===== src/spf_regs.vh =====
// Register indices, field positions and reset values of the serial framing port
`ifndef SPF_REGS_VH
`define SPF_REGS_VH

// ==================================================================
// Register indices (byte address is four times the index)
`define SPF_IDX_CTRL 24'hFFE260
`define SPF_IDX_DATA 24'hFFE261
`define SPF_IDX_CMD 24'hFFE262
`define SPF_IDX_MODE 24'hFFE263
`define SPF_IDX_STAT 24'hFFE264
`define SPF_IDX_BAUD 24'hFFE266

// ==================================================================
// Control register fields
`define SPF_CTRL_EN_LSB 0
`define SPF_CTRL_MASTER_ENABLE_BIT 2
`define SPF_CTRL_RGC_BIT 3
`define SPF_CTRL_RST 8'h00

// ==================================================================
// Transmit command register fields
`define SPF_CMD_SSV_BIT 0
`define SPF_CMD_TRANSMIT_END_OF_FRAME_BIT 1

// ==================================================================
// Mode register fields
`define SPF_MODE_FSM_LSB 5
`define SPF_MODE_WID_LSB 2
`define SPF_MODE_DIR_BIT 1
`define SPF_MODE_POL_BIT 0
`define SPF_MODE_RST 8'h00

// ==================================================================
// Frame select modes
`define SPF_FSM_SPI 3'h0
`define SPF_FSM_LOOP 3'h1
`define SPF_FSM_I2S 3'h2

// ==================================================================
// Status register fields
`define SPF_ST_TX_HOLDING_EMPTY 7
`define SPF_ST_TX_UNDERRUN 6
`define SPF_ST_COL 5
`define SPF_ST_ABT 4
`define SPF_ST_RX_OVERRUN 3
`define SPF_ST_RX_HOLDING_FULL 2
`define SPF_ST_TRANSFER_ACTIVE 1
`define SPF_ST_SELECT_DEASSERTED_VIEW 0
`define SPF_STAT_RST 8'h01

// ==================================================================
// Rate generator reload, and I2S lead count: data follows after this many plus one falling SCK edges
`define SPF_BAUD_RST 16'hFFFF
`define SPF_I2S_LEAD 2'h1

`endif


===== src/spf_port.v =====
// Serial port with SPI, loopback and I2S framing, status flags and APB registers
`timescale 1ns/1ps
`include "spf_regs.vh"

// Function
// - SPI mode with select output: pin driven from the held select value bit.
// - End-of-frame bit on last byte clears select value when character ends.
// - SPI mode SCK toggles only during transfer, one clock per bit.
// - Loopback master: outputs idle, shift output fed back to shift input.
// - Loopback slave: while selected, slave data output echoes slave data input.
// - I2S master: select placed two SCK periods ahead, held until next frame.
// - I2S master: SCK runs continuously, select change marks frames, back to back.
// - I2S slave: any select level change starts transaction on next SCK cycle.
// - Width field: 000 shifts eight bits, 001..111 shift one to seven.
// - Select direction 0 makes select pin input, 1 makes it output.
// - Polarity 0 active low select, polarity 1 active high select.
// - Disabled port returns every status bit to its reset value.
// - Underrun, collision, abort, overrun flags clear on written one or when disabled.
// - Transmit-empty bit 7 set when holding empty, cleared by write, 0 disabled.
// - Receive-full bit 2 set on new character, cleared by data read.
// - Slave abort when select deasserts before all character bits transfer, outside I2S mode.
// - Slave abort also on SCK monitor time-out with rate generator bit set.
// - Collision flag set on multi-master mode fault, held until cleared.
// - Transfer status reads one while a transfer is in progress.
// - Select status is pin level XOR polarity; reset value one.
// - Master sends MOSI, receives MISO, drives SCK; slave does the reverse.
// - Enabled slave with rate generator bit uses it as SCK time-out monitor.
module spf_port #(
  parameter AW = 32
) (
  input wire pclk,
  input wire presetn,
  input wire psel,
  input wire penable,
  input wire pwrite,
  input wire [AW-1:0] paddr,
  input wire [31:0] pwdata,
  output reg [31:0] prdata,
  output reg pready,
  output reg pslverr,
  input wire sck_in,
  output reg sck_out,
  output reg sck_oe,
  input wire mosi_in,
  output reg mosi_out,
  output reg mosi_oe,
  input wire miso_in,
  output reg miso_out,
  output reg miso_oe,
  input wire ss_in,
  output reg ss_out,
  output reg ss_oe
);

  localparam ST_IDLE = 2'h0;
  localparam ST_DLY = 2'h1;
  localparam ST_BITS = 2'h2;

  // ==================================================================
  // Registers
  reg [7:0] ctrl_reg;
  reg [7:0] mode_reg;
  reg [15:0] baud_reg;
  reg ssv_reg;
  reg transmit_end_of_frame_reg;
  reg [7:0] hold_reg;
  reg hold_full_reg;
  reg [7:0] rx_reg;
  reg tx_underrun_reg;
  reg col_reg;
  reg abt_reg;
  reg rx_overrun_reg;
  reg rx_holding_full_reg;
  reg [3:0] sync1_reg;
  reg [3:0] sync2_reg;
  reg sck_prev_reg;
  reg ss_prev_reg;
  reg [1:0] state_reg;
  reg [7:0] sh_reg;
  reg rx_bit_reg;
  reg [3:0] cnt_reg;
  reg [1:0] dly_reg;
  reg transmit_end_of_frame_cur_reg;
  reg frame_ssv_reg;
  reg sck_ph_reg;
  reg sck_run_reg;
  reg [15:0] div_reg;
  reg [15:0] tmo_reg;
  reg [31:0] rd_mux;
  reg hit;

  // ==================================================================
  // Input synchronisers: sck, mosi, miso, ss
  wire [3:0] pins_in = {ss_in, miso_in, mosi_in, sck_in};
  genvar gi;
  generate
    for (gi = 0; gi < 4; gi = gi + 1) begin : g_sync
      always @(posedge pclk or negedge presetn) begin
        if (!presetn) begin
          sync1_reg[gi] <= (gi == 3) ? 1'b1 : 1'b0;
          sync2_reg[gi] <= (gi == 3) ? 1'b1 : 1'b0;
        end else begin
          sync1_reg[gi] <= pins_in[gi];
          sync2_reg[gi] <= sync1_reg[gi];
        end
      end
    end
  endgenerate

  // ==================================================================
  // Decoded configuration
  wire sck_s = sync2_reg[0];
  wire mosi_s = sync2_reg[1];
  wire miso_s = sync2_reg[2];
  wire ss_s = sync2_reg[3];
  wire [1:0] en_mode = ctrl_reg[`SPF_CTRL_EN_LSB+1:`SPF_CTRL_EN_LSB];
  wire enabled = |en_mode;
  wire master = ctrl_reg[`SPF_CTRL_MASTER_ENABLE_BIT];
  wire rgc = ctrl_reg[`SPF_CTRL_RGC_BIT];
  wire [2:0] fmode = mode_reg[`SPF_MODE_FSM_LSB+2:`SPF_MODE_FSM_LSB];
  wire [2:0] width = mode_reg[`SPF_MODE_WID_LSB+2:`SPF_MODE_WID_LSB];
  wire ss_dir = mode_reg[`SPF_MODE_DIR_BIT];
  wire pol = mode_reg[`SPF_MODE_POL_BIT];
  wire is_i2s = (fmode == `SPF_FSM_I2S);
  wire is_loop = (fmode == `SPF_FSM_LOOP);
  // Last bit index of a character; width code 0 means eight bits
  wire [3:0] last_bit = (width == 3'h0) ? 4'h7 : ({1'b0, width} - 4'h1);
  // Select is asserted when the pin level equals the polarity bit
  wire sel_asserted = (ss_s == pol);
  wire sck_rise = sck_s & ~sck_prev_reg;
  wire sck_fall = ~sck_s & sck_prev_reg;
  wire ss_change = (ss_s != ss_prev_reg);
  // Master receives on MISO, slave on MOSI
  wire sdi = master ? miso_s : mosi_s;

  // ==================================================================
  // APB access decode; one wait state then pready
  wire [23:0] idx = paddr[25:2];
  wire acc = psel & penable & pready;
  wire wr_acc = acc & pwrite & hit;
  wire rd_acc = acc & ~pwrite & hit;

  // Register address decode and read mux
  always @* begin
    hit = 1'b1;
    rd_mux = 32'h0000_0000;
    case (idx)
      `SPF_IDX_CTRL: rd_mux = {24'h000000, ctrl_reg};
      `SPF_IDX_DATA: rd_mux = {24'h000000, rx_reg};
      `SPF_IDX_CMD: rd_mux = {30'h0000_0000, transmit_end_of_frame_reg, ssv_reg};
      `SPF_IDX_MODE: rd_mux = {24'h000000, mode_reg};
      `SPF_IDX_STAT: rd_mux = {24'h000000, enabled & ~hold_full_reg, tx_underrun_reg, col_reg,
        abt_reg, rx_overrun_reg, rx_holding_full_reg, state_reg != ST_IDLE,
        enabled ? (ss_s ^ pol) : 1'b1};
      `SPF_IDX_BAUD: rd_mux = {16'h0000, baud_reg};
      default: hit = 1'b0;
    endcase
  end

  // Rate generator half-period tick; reload 0 gives 65536
  wire [15:0] div_inc = div_reg + 16'h0001;
  wire tick = (div_inc == baud_reg);
  wire clk_run = master & ((state_reg != ST_IDLE) | (sck_run_reg & is_i2s));
  wire rd_clear = rd_acc & (idx == `SPF_IDX_DATA);
  wire [7:0] rx_done = {sh_reg[6:0], rx_bit_reg};
  // Master samples at the falling tick, after pin and synchroniser delay
  wire [7:0] mst_done = {sh_reg[6:0], is_loop ? sh_reg[7] : sdi};
  // A transmit write beats a load in the same cycle
  wire data_wr = wr_acc & (idx == `SPF_IDX_DATA);

  // ==================================================================
  // Bus interface, configuration, status flags and shift engine
  always @(posedge pclk or negedge presetn) begin
    if (!presetn) begin
      prdata <= 32'h0000_0000;
      pready <= 1'b0;
      pslverr <= 1'b0;
      ctrl_reg <= `SPF_CTRL_RST;
      mode_reg <= `SPF_MODE_RST;
      baud_reg <= `SPF_BAUD_RST;
      ssv_reg <= 1'b0;
      transmit_end_of_frame_reg <= 1'b0;
      hold_reg <= 8'h00;
      hold_full_reg <= 1'b0;
      rx_reg <= 8'h00;
      tx_underrun_reg <= 1'b0;
      col_reg <= 1'b0;
      abt_reg <= 1'b0;
      rx_overrun_reg <= 1'b0;
      rx_holding_full_reg <= 1'b0;
      sck_prev_reg <= 1'b0;
      ss_prev_reg <= 1'b1;
      state_reg <= ST_IDLE;
      sh_reg <= 8'h00;
      rx_bit_reg <= 1'b0;
      cnt_reg <= 4'h0;
      dly_reg <= 2'h0;
      transmit_end_of_frame_cur_reg <= 1'b0;
      frame_ssv_reg <= 1'b0;
      sck_ph_reg <= 1'b0;
      sck_run_reg <= 1'b0;
      div_reg <= 16'h0000;
      tmo_reg <= 16'h0000;
      sck_out <= 1'b0;
      sck_oe <= 1'b0;
      mosi_out <= 1'b0;
      mosi_oe <= 1'b0;
      miso_out <= 1'b0;
      miso_oe <= 1'b0;
      ss_out <= 1'b1;
      ss_oe <= 1'b0;
    end else begin
      sck_prev_reg <= sck_s;
      ss_prev_reg <= ss_s;
      // Bus handshake: pready one cycle after the access phase opens
      pready <= psel & penable & ~pready;
      pslverr <= psel & penable & ~pready & ~hit;
      if (psel & penable & ~pready & ~pwrite) begin
        prdata <= rd_mux;
      end
      // Software writes
      if (wr_acc) begin
        case (idx)
          `SPF_IDX_CTRL: ctrl_reg <= pwdata[7:0];
          `SPF_IDX_MODE: mode_reg <= pwdata[7:0];
          `SPF_IDX_BAUD: baud_reg <= pwdata[15:0];
          `SPF_IDX_CMD: begin
            ssv_reg <= pwdata[`SPF_CMD_SSV_BIT];
            transmit_end_of_frame_reg <= pwdata[`SPF_CMD_TRANSMIT_END_OF_FRAME_BIT];
          end
          `SPF_IDX_DATA: begin
            hold_reg <= pwdata[7:0];
            hold_full_reg <= 1'b1;
          end
          `SPF_IDX_STAT: begin
            if (pwdata[`SPF_ST_TX_UNDERRUN]) tx_underrun_reg <= 1'b0;
            if (pwdata[`SPF_ST_COL]) col_reg <= 1'b0;
            if (pwdata[`SPF_ST_ABT]) abt_reg <= 1'b0;
            if (pwdata[`SPF_ST_RX_OVERRUN]) rx_overrun_reg <= 1'b0;
          end
          default: ;
        endcase
      end
      if (rd_clear) begin
        rx_holding_full_reg <= 1'b0;
      end
      // Rate generator: half-period divider in master, SCK monitor in slave
      if (clk_run) begin
        div_reg <= tick ? 16'h0000 : div_inc;
        if (tick) sck_ph_reg <= ~sck_ph_reg;
      end else begin
        div_reg <= 16'h0000;
        sck_ph_reg <= 1'b0;
      end
      // Mode fault: external select asserted while master with select input
      if (enabled & master & ~ss_dir & sel_asserted) begin
        col_reg <= 1'b1;
      end
      if (!enabled) begin
        // Disabled: idle engine, status back to reset values
        state_reg <= ST_IDLE;
        hold_full_reg <= 1'b0;
        tx_underrun_reg <= 1'b0;
        col_reg <= 1'b0;
        abt_reg <= 1'b0;
        rx_overrun_reg <= 1'b0;
        rx_holding_full_reg <= 1'b0;
        sck_run_reg <= 1'b0;
      end else if (master) begin
        case (state_reg)
          ST_IDLE: begin
            if (hold_full_reg) begin
              sh_reg <= hold_reg;
              hold_full_reg <= data_wr;
              transmit_end_of_frame_cur_reg <= transmit_end_of_frame_reg;
              cnt_reg <= 4'h0;
              if (is_i2s) begin
                frame_ssv_reg <= ssv_reg;
                sck_run_reg <= 1'b1;
                dly_reg <= 2'h0;
                state_reg <= ST_DLY;
              end else begin
                state_reg <= ST_BITS;
              end
            end
          end
          ST_DLY: begin
            // Select leads data by two full SCK periods
            if (tick & sck_ph_reg) begin
              dly_reg <= dly_reg + 2'h1;
              if (dly_reg == `SPF_I2S_LEAD) state_reg <= ST_BITS;
            end
          end
          ST_BITS: begin
            if (tick & sck_ph_reg) begin
              // Falling edge: sample late in the high phase, then shift
              sh_reg <= mst_done;
              cnt_reg <= cnt_reg + 4'h1;
              if (cnt_reg == last_bit) begin
                rx_reg <= mst_done;
                rx_holding_full_reg <= 1'b1;
                if (rx_holding_full_reg & ~rd_clear) rx_overrun_reg <= 1'b1;
                if (transmit_end_of_frame_cur_reg) ssv_reg <= 1'b0;
                if (is_i2s & hold_full_reg) begin
                  // Back-to-back frames; a select change opens a new frame
                  sh_reg <= hold_reg;
                  hold_full_reg <= data_wr;
                  transmit_end_of_frame_cur_reg <= transmit_end_of_frame_reg;
                  cnt_reg <= 4'h0;
                  if (ssv_reg != frame_ssv_reg) begin
                    frame_ssv_reg <= ssv_reg;
                    dly_reg <= 2'h0;
                    state_reg <= ST_DLY;
                  end
                end else begin
                  if (is_i2s) tx_underrun_reg <= 1'b1;
                  state_reg <= ST_IDLE;
                end
              end
            end
          end
          default: state_reg <= ST_IDLE;
        endcase
      end else begin
        // Slave engine
        case (state_reg)
          ST_IDLE: begin
            tmo_reg <= 16'h0000;
            if (is_i2s ? ss_change : sel_asserted) begin
              cnt_reg <= 4'h0;
              state_reg <= ST_BITS;
              if (hold_full_reg) begin
                sh_reg <= hold_reg;
                hold_full_reg <= data_wr;
              end else begin
                // Nothing to send: all ones; flag unless receive-only
                sh_reg <= 8'hFF;
                if (en_mode != 2'h1) tx_underrun_reg <= 1'b1;
              end
            end
          end
          ST_BITS: begin
            tmo_reg <= (sck_rise | sck_fall) ? 16'h0000 : tmo_reg + 16'h0001;
            if (!is_i2s & !sel_asserted) begin
              abt_reg <= 1'b1;
              state_reg <= ST_IDLE;
            end else if (rgc & (tmo_reg == baud_reg)) begin
              abt_reg <= 1'b1;
              state_reg <= ST_IDLE;
            end else if (sck_rise) begin
              rx_bit_reg <= sdi;
            end else if (sck_fall) begin
              sh_reg <= rx_done;
              cnt_reg <= cnt_reg + 4'h1;
              if (cnt_reg == last_bit) begin
                rx_reg <= rx_done;
                rx_holding_full_reg <= 1'b1;
                if (rx_holding_full_reg & ~rd_clear) rx_overrun_reg <= 1'b1;
                state_reg <= ST_IDLE;
              end
            end
          end
          default: state_reg <= ST_IDLE;
        endcase
      end
      // Pin drivers
      sck_oe <= enabled & master;
      sck_out <= sck_ph_reg & ~is_loop;
      mosi_oe <= enabled & master;
      mosi_out <= (state_reg != ST_IDLE) & ~is_loop & sh_reg[7];
      miso_oe <= enabled & ~master & sel_asserted;
      miso_out <= is_loop ? mosi_s : sh_reg[7];
      ss_oe <= enabled & ss_dir;
      if (is_loop & master) begin
        ss_out <= ~pol;
      end else if (is_i2s) begin
        ss_out <= ~(frame_ssv_reg ^ pol);
      end else begin
        ss_out <= ~(ssv_reg ^ pol);
      end
    end
  end

endmodule


===== config.mk =====
export PLATFORM = sky130hd
export DESIGN_NAME = spf_port
export DESIGN_NICKNAME = d
export VERILOG_FILES = /design/src/spf_port.v
export VERILOG_INCLUDE_DIRS = /design/src /design/src/src
export SDC_FILE = /design/constraint.sdc
export NUM_CORES = 1
export LEC_CHECK = 0
export BUFFER_PORTS_ARGS = -buffer_cell sky130_fd_sc_hd__buf_2
export CELL_PAD_IN_SITES_DETAIL_PLACEMENT = 0
export CELL_PAD_IN_SITES_GLOBAL_PLACEMENT = 1
export CORE_AREA = 2 2 112 157
export CTS_CLUSTER_SIZE = 8
export DETAILED_ROUTE_END_ITERATION = 16
export DIE_AREA = 0 0 114 159
export PLACE_DENSITY_LB_ADDON = 0.08
export REMOVE_ABC_BUFFERS = 1
export SETUP_SLACK_MARGIN = 0.1
export SLEW_MARGIN = 40
export SYNTH_ARGS = -nofsm -noshare
export SYNTH_HDL_FRONTEND = slang
export SYNTH_SLANG_ARGS = --single-unit

===== constraint.sdc =====
create_clock -name pclk -period 6.1 [get_ports pclk]
set_input_delay 0.305 -clock pclk [delete_from_list [all_inputs] [get_ports pclk]]
set_output_delay 0.305 -clock pclk [all_outputs]
set_load 0.01 [all_outputs]

==> impl_results.md, run 1 <==
- Grt total ovfl: 0
- Post-synth EDFFs: 0
- Syn Inst Count: 771
- Initial antenna violation count: 0
- Largest fanout on the critical path: 10
- Drt total wl: 20600 µm
- Syn Std Cell Area: 7880 µm²
- Vias per inst: 5.71
- Worst EP arrival: 4.02 ns
- Req. time, crit path: 6.41 ns
- DPL Wire Length: 15200 µm
- Top cells by area, synth: dfrtp_1 (39%), mux2_2 (8.7%), dfstp_2 (6.7%)
- Asr flop ratio synth: 100%
- P&R area growth vs syn: 14.9%
- Antenna Cells: 0
- Core area: 16700 µm²
- RSZ-0062 raised after global routing: no
- Final net count: 921
- Max_slew headroom: 46.1%
- Status: finished, final reports clean
- Starting Density: 47.3%
- Launching element type of the critical path: flip-flop
- Number of H-tree levels: 4
- Worst Hold Class: input pin to flip-flop
- Clock-pin transition on the worst setup and hold timing paths: 0.06 ns
- Period utilisation layout: 60.8%
- Post-synth top area cell: dfrtp_1
- Fin Clk Skew: 0.00772 ns
- Die Footprint: 18100 µm²
- Vias: 6035
- Wire length of the first global-routing pass: 33300 µm
- Commonest non-fill, non-tap cell in the layout: dfrtp_1
- Setup violations, final: 0
- Critical path capture point type: flip-flop
- Iter 0 DRT Violations: 401
- Area share of the largest cell type after synthesis: 39.4%
- Setup TNS: 0 ns
- Setup CP Type: flip-flop to flip-flop
- Final Util: 54.3%
- Die width: 114 µm
- Vias in the first global route: 6256
- DRC: 0
- Root cell of the clock tree: clkbuf_16
- Most frequent cells in the layout: dfrtp_1 (124), nand2_1 (79), buf_2 (73)
- Slew @ Worst Pin: 0.808 ns
- CTS resizes: 0
- Fillers: 1528
- Die H: 159 µm
- Leak Pwr: 4.02 nW
- Io pins: 115
- Worst-skew pair later-pin latency: 0.43 ns
- Fin. Hold Viols: 0
- Routed length per placed instance: 19.5 µm
- Clk buf depth: 2
- Syn avg cell area: 10.2 µm²
- Detail Route Antenna Nets: 0
- Total power: 2.13 mW
- # hold bufs at CTS: 5
- Final worst path period need: 3.71 ns
- IO Port Bufs: 74
- Peak VDD IR: 0.000168 V
- Layout cells sized above 1: 25.1%
- Ys flop type: dfrtp_1
- Post-synthesis register bit count: 144
- Tot GR Track Use: 23.6%
- TritonCTS clock tree: done
- Fmax: 0.270 GHz
- 1st-pass router iterations: 7
- Setup repair bufs after CTS: 0
- Sequential area share after synthesis: 46.0%
- Syn. warnings: 0
- CTS buffer count: 17
- Cell area power density: 235 nW/µm²
- Final Max Tran Viols: 0
- Sink Count: 144
- Pin count of the biggest net entering global routing: 76
- # rows: 56
- Placer congestion estimate: 0.895
- Netlist cell types: 74
- Max-cap violations: 0
## power by group
part / internal [mW] / total (mW) / switching (mW)
Sequential: 0.961 / 0.963 / 0.00229
Clock: 0.660 / 1.10 / 0.439
Combinational: 0.0200 / 0.0642 / 0.0442
## per-layer routing
layer  vias up  wire length [µm]  track usage [%]
met5         -                 0                0
li1       2855                 -                -
met2       127             11200             41.9
met1      3012              8180             28.2
met3        41               545             3.31
met4         0               639             10.0
## cells by family after synthesis
group	after synthesis	share of synthesized area, %
AOI/OAI and AO/OA	134	11.8
and+or+nand+nor	272	17.7
adders and majority gates	8	1.27
other	1	0.0476
DFF	144	46.0
muxes	79	11.0
xor gates and xnor gates	62	7.79
buffers and inverters	71	4.36
## cells in the mapped netlist (10+ instances only)
cell type / n
nand2_1: 79
dfstp_2: 20
inv_1: 22
nand2b_1: 10
nand4_1: 13
nand3_1: 29
a21oi_1: 27
nor2_1: 66
and3_1: 11
buf_4: 20
o21ai_0: 35
mux2i_1: 18
nor3_1: 14
mux2_2: 61
xor2_1: 20
xnor2_1: 37
dfrtp_1: 124
clkbuf_1: 24
## worst paths after layout
kind	slack, ns	cells after the start	startpoint	to
worst max-delay path	2.39	9	div_reg[0]$_DFF_PN0_	rx_reg[2]$_DFFE_PN0P_
worst min-delay path	0.11	2	pwdata[10]	baud_reg[10]$_DFFE_PN1P_
worst max register to register	2.39	9	div_reg[0]$_DFF_PN0_	rx_reg[2]$_DFFE_PN0P_
worst min register to register	0.36	0	sync1_reg[1]$_DFF_PN0_	mosi_s$_DFF_PN0_
max in group asynchronous	4.55	3	presetn	hold_full_reg$_DFF_PN0_
min in group asynchronous	0.47	2	presetn	prdata[12]$_DFFE_PN0P_
## worst max-delay path, stage by stage, from the launching register on
cell and delay, ns:
dfrtp_1 0.47, ha_1 0.34, nand2_1 0.17, nor4_1 0.46
nor2_1 0.13, or4b_1 0.53, nor4_1 0.46, nand3_1 0.22
a21oi_4 0.41, mux2_2 0.39
## layout make-up
cell class,count,area (µm²),share of cell area [%]
clock buffers,18,439,4.85
clock inverters,14,180,1.99
inverters,22,82.6,0.911
multi-input cells,571,4010,44.2
flip-flops and latches,144,3630,40.0
well taps,203,254,2.80
repair buffers,84,468,5.16
## per-stage QoR
step                      hold slack [ns]  cells  area, µm²  setup slack (ns)
after floorplan                   0.00941    737       7680              3.03
after global placement              0.333   1019       8350              2.40
after detailed placement            0.347   1019       8390              2.37
after CTS                          0.0992   1056       9060              2.33
after global routing                0.107   1056       9060              2.13
final                               0.111   1056       9060              2.39
Power figures use the tool's default switching activity.
==> run 2, diff against run 1 <==
CORE_AREA = 2 2 121 170   (was 2 2 112 157)
DIE_AREA = 0 0 123 172   (was 0 0 114 159)
clock period = 3.34 ns   (was 6.1 ns; I/O delays follow)
==> run 2 against run 1 <==
Against the previous run: first-iteration DRC count decreased by 15%; register-to-register slack got worse by 2.2 ns; clock power rose by 71%; critical path depth increased by 2; critical path type unchanged; maximum frequency increased by 20%; worst hold slack worse by 0.080 ns; combinational power increased by 100%.
==> impl_results.md, run 2 (synthesized netlist as in run 1, its figures left out) <==
- Status: finished, final reports clean
- P&R area growth vs syn: 20.2%
- Setup CP Type: flip-flop to flip-flop
- Largest fanout on the critical path: 9 (-1)
- Slew @ Worst Pin: 0.730 ns (-0.0779 ns)
- Fin cells: 1149 (+8.8%)
- Die Footprint: 21200 µm² (+17%)
- Reg2Reg Depth: 11 (+2)
- Worst EP arrival: 3.41 ns (-0.61 ns)
- Routed length per placed instance: 19.1 µm (-1.7%)
- Fin. Hold Viols: 0 (unchanged)
- Setup TNS: 0 ns (unchanged)
- Clock Power Share: 49.9% (-1.8 points)
- Antenna Cells: 0 (unchanged)
- Most frequent cells in the layout: dfrtp_1 (122), nand2_1 (79), buf_2 (73)
- Worst-skew pair later-pin latency: 0.43 ns (about the same)
- Core area: 19700 µm² (+18%)
- Launching element type of the critical path: flip-flop
- DP Cell Count: 1102 (+8.1%)
- Register area: 3630 µm² (about the same)
- Seq pwr share: 46.7% (+1.4 points)
- Die width: 123 µm (+7.9%)
- Peak VDD IR: 0.000317 V (+88%)
- Vias per inst: 5.37 (-6.0%)
- Leak Pwr: 4.22 nW (+5.1%)
- Worst r2r src: div_reg[0]$_DFF_PN0_
- 1st-pass router iterations: 5 (-2)
- Final Max Tran Viols: 0 (unchanged)
- Die H: 172 µm (+8.2%)
- Placer congestion estimate: 0.858 (-4.1%)
- Max_slew headroom: 51.3% (+5.2 points)
- Max-cap violations: 0 (unchanged)
- Critical path capture point type: flip-flop
- DP Worst Slack: -0.00400 ns (-2.37 ns)
- Clock-pin transition on the worst setup and hold timing paths: 0.06 ns (about the same)
- Fillers: 1905 (+25%)
- Sink Count: 144 (unchanged)
- Gate power share: 3.4% (+0.4 points)
- Final worst path period need: 3.10 ns (-0.608 ns)
- Starting Density: 40.0% (-7.2 points)
- Clk buf depth: 2 (unchanged)
- Hold wc startpoint: pwdata[2]
- TritonCTS clock tree: done
- Reg2Reg Setup Slack: 0.24 ns (-2.15 ns)
- Detail Route Antenna Nets: 0 (unchanged)
- Hold Path Depth: 3 (+1)
- Hold Path End: ctrl_reg[2]$_DFFE_PN0P_
- Multi-input gate area: 4040 µm² (+0.72%)
- IO Port Bufs: 74 (unchanged)
- Root cell of the clock tree: clkbuf_16
- Commonest non-fill, non-tap cell in the layout: dfrtp_1
- Initial antenna violation count: 0 (unchanged)
- Hold WS: 0.0309 ns (-0.0798 ns)
- Setup violations, final: 0 (unchanged)
- Iter 0 DRT Violations: 342 (-15%)
- Total power: 3.77 mW (+77%)
- Switch share: 24.4% (+1.6 points)
- Layout cells sized above 1: 28.2% (+3.1 points)
- Io pins: 115 (unchanged)
- Pin count of the biggest net entering global routing: 87 (+14%)
- Grt total ovfl: 0 (unchanged)
- Final Cell Area: 9480 µm² (+4.6%)
- Fmax: 0.323 GHz (+20%)
- RSZ-0062 raised after global routing: no
- Internal power: 2.85 mW (+74%)
- Worst setup margin: 0.240 ns (-2.15 ns)
- Tot GR Track Use: 21.6% (-2.0 points)
- Fin Clk Skew: 0.0117 ns (+0.00394 ns)
- Wire length of the first global-routing pass: 34600 µm (+3.9%)
- DPL Wire Length: 16300 µm (+7.3%)
- Placed Area: 8690 µm² (+3.6%)
- CTS buffer count: 17 (unchanged)
- Number of H-tree levels: 4 (unchanged)
- Final Util: 48.1% (-6.2 points)
- Vias in the first global route: 6463 (+3.3%)
- Vias: 6171 (+2.3%)
- Worst Hold Class: input pin to flip-flop
- Crit path launch: div_reg[0]$_DFF_PN0_
- # rows: 61 (+8.9%)
- Drt total wl: 22000 µm (+6.9%)
- Final net count: 965 (+4.8%)
- Req. time, crit path: 3.65 ns (-2.76 ns)
- Reg2reg end: rx_reg[1]$_DFFE_PN0P_
- Psw: 0.918 mW (+89%)
- Cell area power density: 398 nW/µm² (+69%)
- Period utilisation layout: 92.8% (+32 points)
- DRC: 0 (unchanged)
==> run 2: worst max-delay path, cell delays in order, from the launching register on <==
cell,delay [ns]
dfrtp_1,0.40
ha_4,0.19
nand2_1,0.12
or3_4,0.37
and2_4,0.15
or4b_1,0.60
nor4_4,0.19
buf_4,0.16
nand3_1,0.11
a21oi_4,0.21
buf_12,0.15
mux2_2,0.33
==> run 2: area by class of cell <==
class	count	share of cell area (%)
Multi-Input combinational cell	572	42.6
Clock buffer	17	4.49
Timing Repair Buffer	127	8.81
Inverter	22	0.871
Sequential cell	144	38.3
Tap cell	252	3.33
Clock inverter	15	1.57
==> run 2: worst max-delay path by stage <==
| stage | end | cells past startpoint |
|---|---|---|
| global route | rx_reg[1]$_DFFE_PN0P_ | 10 |
| global placement | rx_reg[6]$_DFFE_PN0P_ | 11 |
| detailed placement | rx_reg[3]$_DFFE_PN0P_ | 11 |
| floorplan | cnt_reg[0]$_DFFE_PN0P_ | 9 |
| finish | rx_reg[1]$_DFFE_PN0P_ | 11 |
| CTS | sh_reg[4]$_DFFE_PN0P_ | 10 |
==> run 2: timing repair <==
action,4_1_cts,5_1_grt
endpoints found under the hold margin,78,0
setup buffers,0,1
pin swaps,0,5
hold buffers,13,0
resized for setup,3,7
setup endpoints to repair,16,16
cloned,0,1
==> run 2: power by group through the flow <==
stage	combinational (mW)	sequential, mW	clock [mW]
floorplan	0.0253	1.79	0
global placement	0.117	1.79	0
detailed placement	0.119	1.79	0
CTS	0.131	1.76	1.92
global route	0.146	1.76	2.00
finish	0.129	1.76	1.88
==> run 2: per-layer routing <==
layer  vias to the layer above  wire [µm]  track usage [%]
met5                         -          0                0
li1                       2944          -                -
met3                        42        507             3.50
met1                      3071       8870             24.6
met2                       114      11900             39.9
met4                         0        736             8.55
==> run 3, diff against run 2 <==
CORE_AREA = 2 2 115 162   (was 2 2 121 170)
DIE_AREA = 0 0 117 164   (was 0 0 123 172)
clock period = 2.9 ns   (was 3.34 ns; I/O delays follow)
==> run 3 against run 2 <==
Against the previous run: the flow now finishes with violations (setup timing); first-iteration DRC count up 1.8%; register-to-register slack worse by 0.31 ns; combinational power up 14%; utilization up 7.4 points; clock skew about the same; total power up 20%; clock power up 25%; final area up 4.2%; sequential share of layout area down 1.6 points; die area down 9.3%; final cell count up 1.9%; largest cell class unchanged.
==> impl_results.md, run 3 (synthesized netlist as in run 1, its figures left out) <==
- Number of H-tree levels: 4 (unchanged)
- Period utilisation layout: 102% (+9.6 points)
- Reg2Reg Setup Slack: -0.07 ns (-0.31 ns)
- IO Port Bufs: 74 (unchanged)
- Vias in the first global route: 6614 (+2.3%)
- Grt total ovfl: 0 (unchanged)
- Launching element type of the critical path: flip-flop
- Buf/Inv on CP: 2 (unchanged)
- # rows: 58 (-4.9%)
- Wire length of the first global-routing pass: 35300 µm (+2.2%)
- Final worst path period need: 2.97 ns (-0.130 ns)
- Hold WS: 0.0222 ns (-0.00868 ns)
- Iter 0 DRT Violations: 348 (+1.8%)
- Setup TNS: -0.657 ns (-0.657 ns)
- Status: finished with violations
- DRC: 0 (unchanged)
- Crit path cell chain: ha_4, nand2_2, or3_4, and2_4, or4b_4, nor4_4, buf_4, nand3_2, a21oi_4, buf_12, mux2_2
- Worst Hold Class: input pin to flip-flop
- Peak VDD IR: 0.000369 V (+17%)
- Slew @ Worst Pin: 0.722 ns (-0.00755 ns)
- Fin Clk Skew: 0.0114 ns (-0.000287 ns)
- Failing checks: setup timing
- Setup violations, final: 14 (+14)
- Initial antenna violation count: 0 (unchanged)
- Largest fanout on the critical path: 8 (-1)
- Crit path max-delay family: simple AND/OR/NAND/NOR gates
- Leak Pwr: 4.45 nW (+5.5%)
- Detail Route Antenna Nets: 0 (unchanged)
- Cell area power density: 458 nW/µm² (+15%)
- Clk buf depth: 2 (unchanged)
- Final Max Tran Viols: 0 (unchanged)
- Fin. Hold Viols: 0 (unchanged)
- Final net count: 999 (+3.5%)
- Antenna Cells: 0 (unchanged)
- RSZ-0062 raised after global routing: yes
- TritonCTS clock tree: done
- Req. time, crit path: 3.21 ns (-0.44 ns)
- Tot GR Track Use: 24.5% (+2.8 points)
- Die H: 164 µm (-4.7%)
- P&R area growth vs syn: 25.3%
- Die width: 117 µm (-4.9%)
- Fmax: 0.337 GHz (+4.4%)
- Setup CP Type: flip-flop to flip-flop
- DP Worst Slack: -0.323 ns (-0.319 ns)
- Starting Density: 44.3% (+4.3 points)
- Crit path largest cell delay: 0.54 ns (-0.06 ns)
- Root cell of the clock tree: clkbuf_16
- CTS buffer count: 17 (unchanged)
- 1st-pass router iterations: 4 (-1)
- Critical path capture point type: flip-flop
- Commonest non-fill, non-tap cell in the layout: dfrtp_1
- Pin count of the biggest net entering global routing: 72 (-17%)
- Placer congestion estimate: 0.921 (+7.3%)
- Die Footprint: 19200 µm² (-9.3%)
- Sink Count: 144 (unchanged)
- Vias: 6372 (+3.3%)
- Io pins: 115 (unchanged)
- Worst setup margin: -0.0708 ns (-0.310 ns)
- Most frequent cells in the layout: dfrtp_1 (124), nand2_1 (78), buf_2 (73)
- Drt total wl: 22400 µm (+1.9%)
- Layout cells sized above 1: 31.6% (+3.4 points)
- Routed length per placed instance: 19.1 µm (about the same)
- Max_slew headroom: 51.8% (+0.50 points)
- Vias per inst: 5.44 (+1.3%)
- Worst-skew pair later-pin latency: 0.43 ns (about the same)
- DPL Wire Length: 16600 µm (+1.5%)
- Clock-pin transition on the worst setup and hold timing paths: 0.06 ns (about the same)
- Max-cap violations: 0 (unchanged)
- Slowest-stage cell, CP: or4b_4
- Final Util: 55.5% (+7.4 points)
- Worst EP arrival: 3.28 ns (-0.13 ns)
- Core area: 17800 µm² (-9.7%)
-- run 3: through the flow --
stage          cell area (µm²)  std cells  power (mW)
5_1_grt                   9880       1171        4.67
3_3_place_gp              8880       1118        2.19
2_1_floorplan             7680        737        2.09
6_report                  9880       1171        4.52
4_1_cts                   9800       1170        4.57
3_5_place_dp              8880       1118        2.20
-- run 3: repair_timing --
action	4_1_cts	5_1_grt
cloned	1	0
setup buffers	6	1
pin swaps	13	8
hold endpoints to repair	71	0
gates resized for setup	23	14
setup endpoints to repair	47	48
hold buffers	13	0
-- run 3: per-layer routing --
| metal | vias up | share of wire, % | GRT usage, % |
|---|---|---|---|
| met1 | 3159 | 39 | 27.0 |
| met3 | 47 | 2.6 | 4.10 |
| met2 | 153 | 54 | 44.7 |
| li1 | 3013 | - | - |
| met5 | - | 0 | 0 |
| met4 | 0 | 4.6 | 11.8 |
-- run 3: worst paths after layout --
path | start | end | cells after the start
max in group asynchronous | presetn | rx_holding_full_reg$_DFF_PN0_ | 3
min in group asynchronous | presetn | prdata[9]$_DFFE_PN0P_ | 2
max reg2reg | div_reg[1]$_DFF_PN0_ | rx_reg[4]$_DFFE_PN0P_ | 11
min reg2reg | sync1_reg[0]$_DFF_PN0_ | sck_s$_DFF_PN0_ | 0
min | pwdata[5] | baud_reg[5]$_DFFE_PN1P_ | 3
max | div_reg[1]$_DFF_PN0_ | rx_reg[4]$_DFFE_PN0P_ | 11
-- run 3: worst register-to-register path: stages, from the launching register on --
cell     delay (ns)
dfrtp_1        0.40
ha_4           0.18
nand2_2        0.06
or3_4          0.33
and2_4         0.15
or4b_4         0.54
nor4_4         0.29
buf_4          0.16
nand3_2        0.09
a21oi_4        0.16
buf_12         0.15
mux2_2         0.34
-- run 3: layout make-up --
type	instances	area (µm²)
Tap cell	240	300
Multi-Input combinational cell	572	4130
Clock buffer	19	453
Clock inverter	13	174
Inverter	22	82.6
Sequential cell	144	3630
Fill cell	1574	7900
Timing Repair Buffer	161	1110
-- run 3: power breakdown --
group	internal (mW)	total (mW)	switching, mW
clock	1.42	2.35	0.931
sequential	2.02	2.02	0.00461
combinational	0.0520	0.147	0.0948
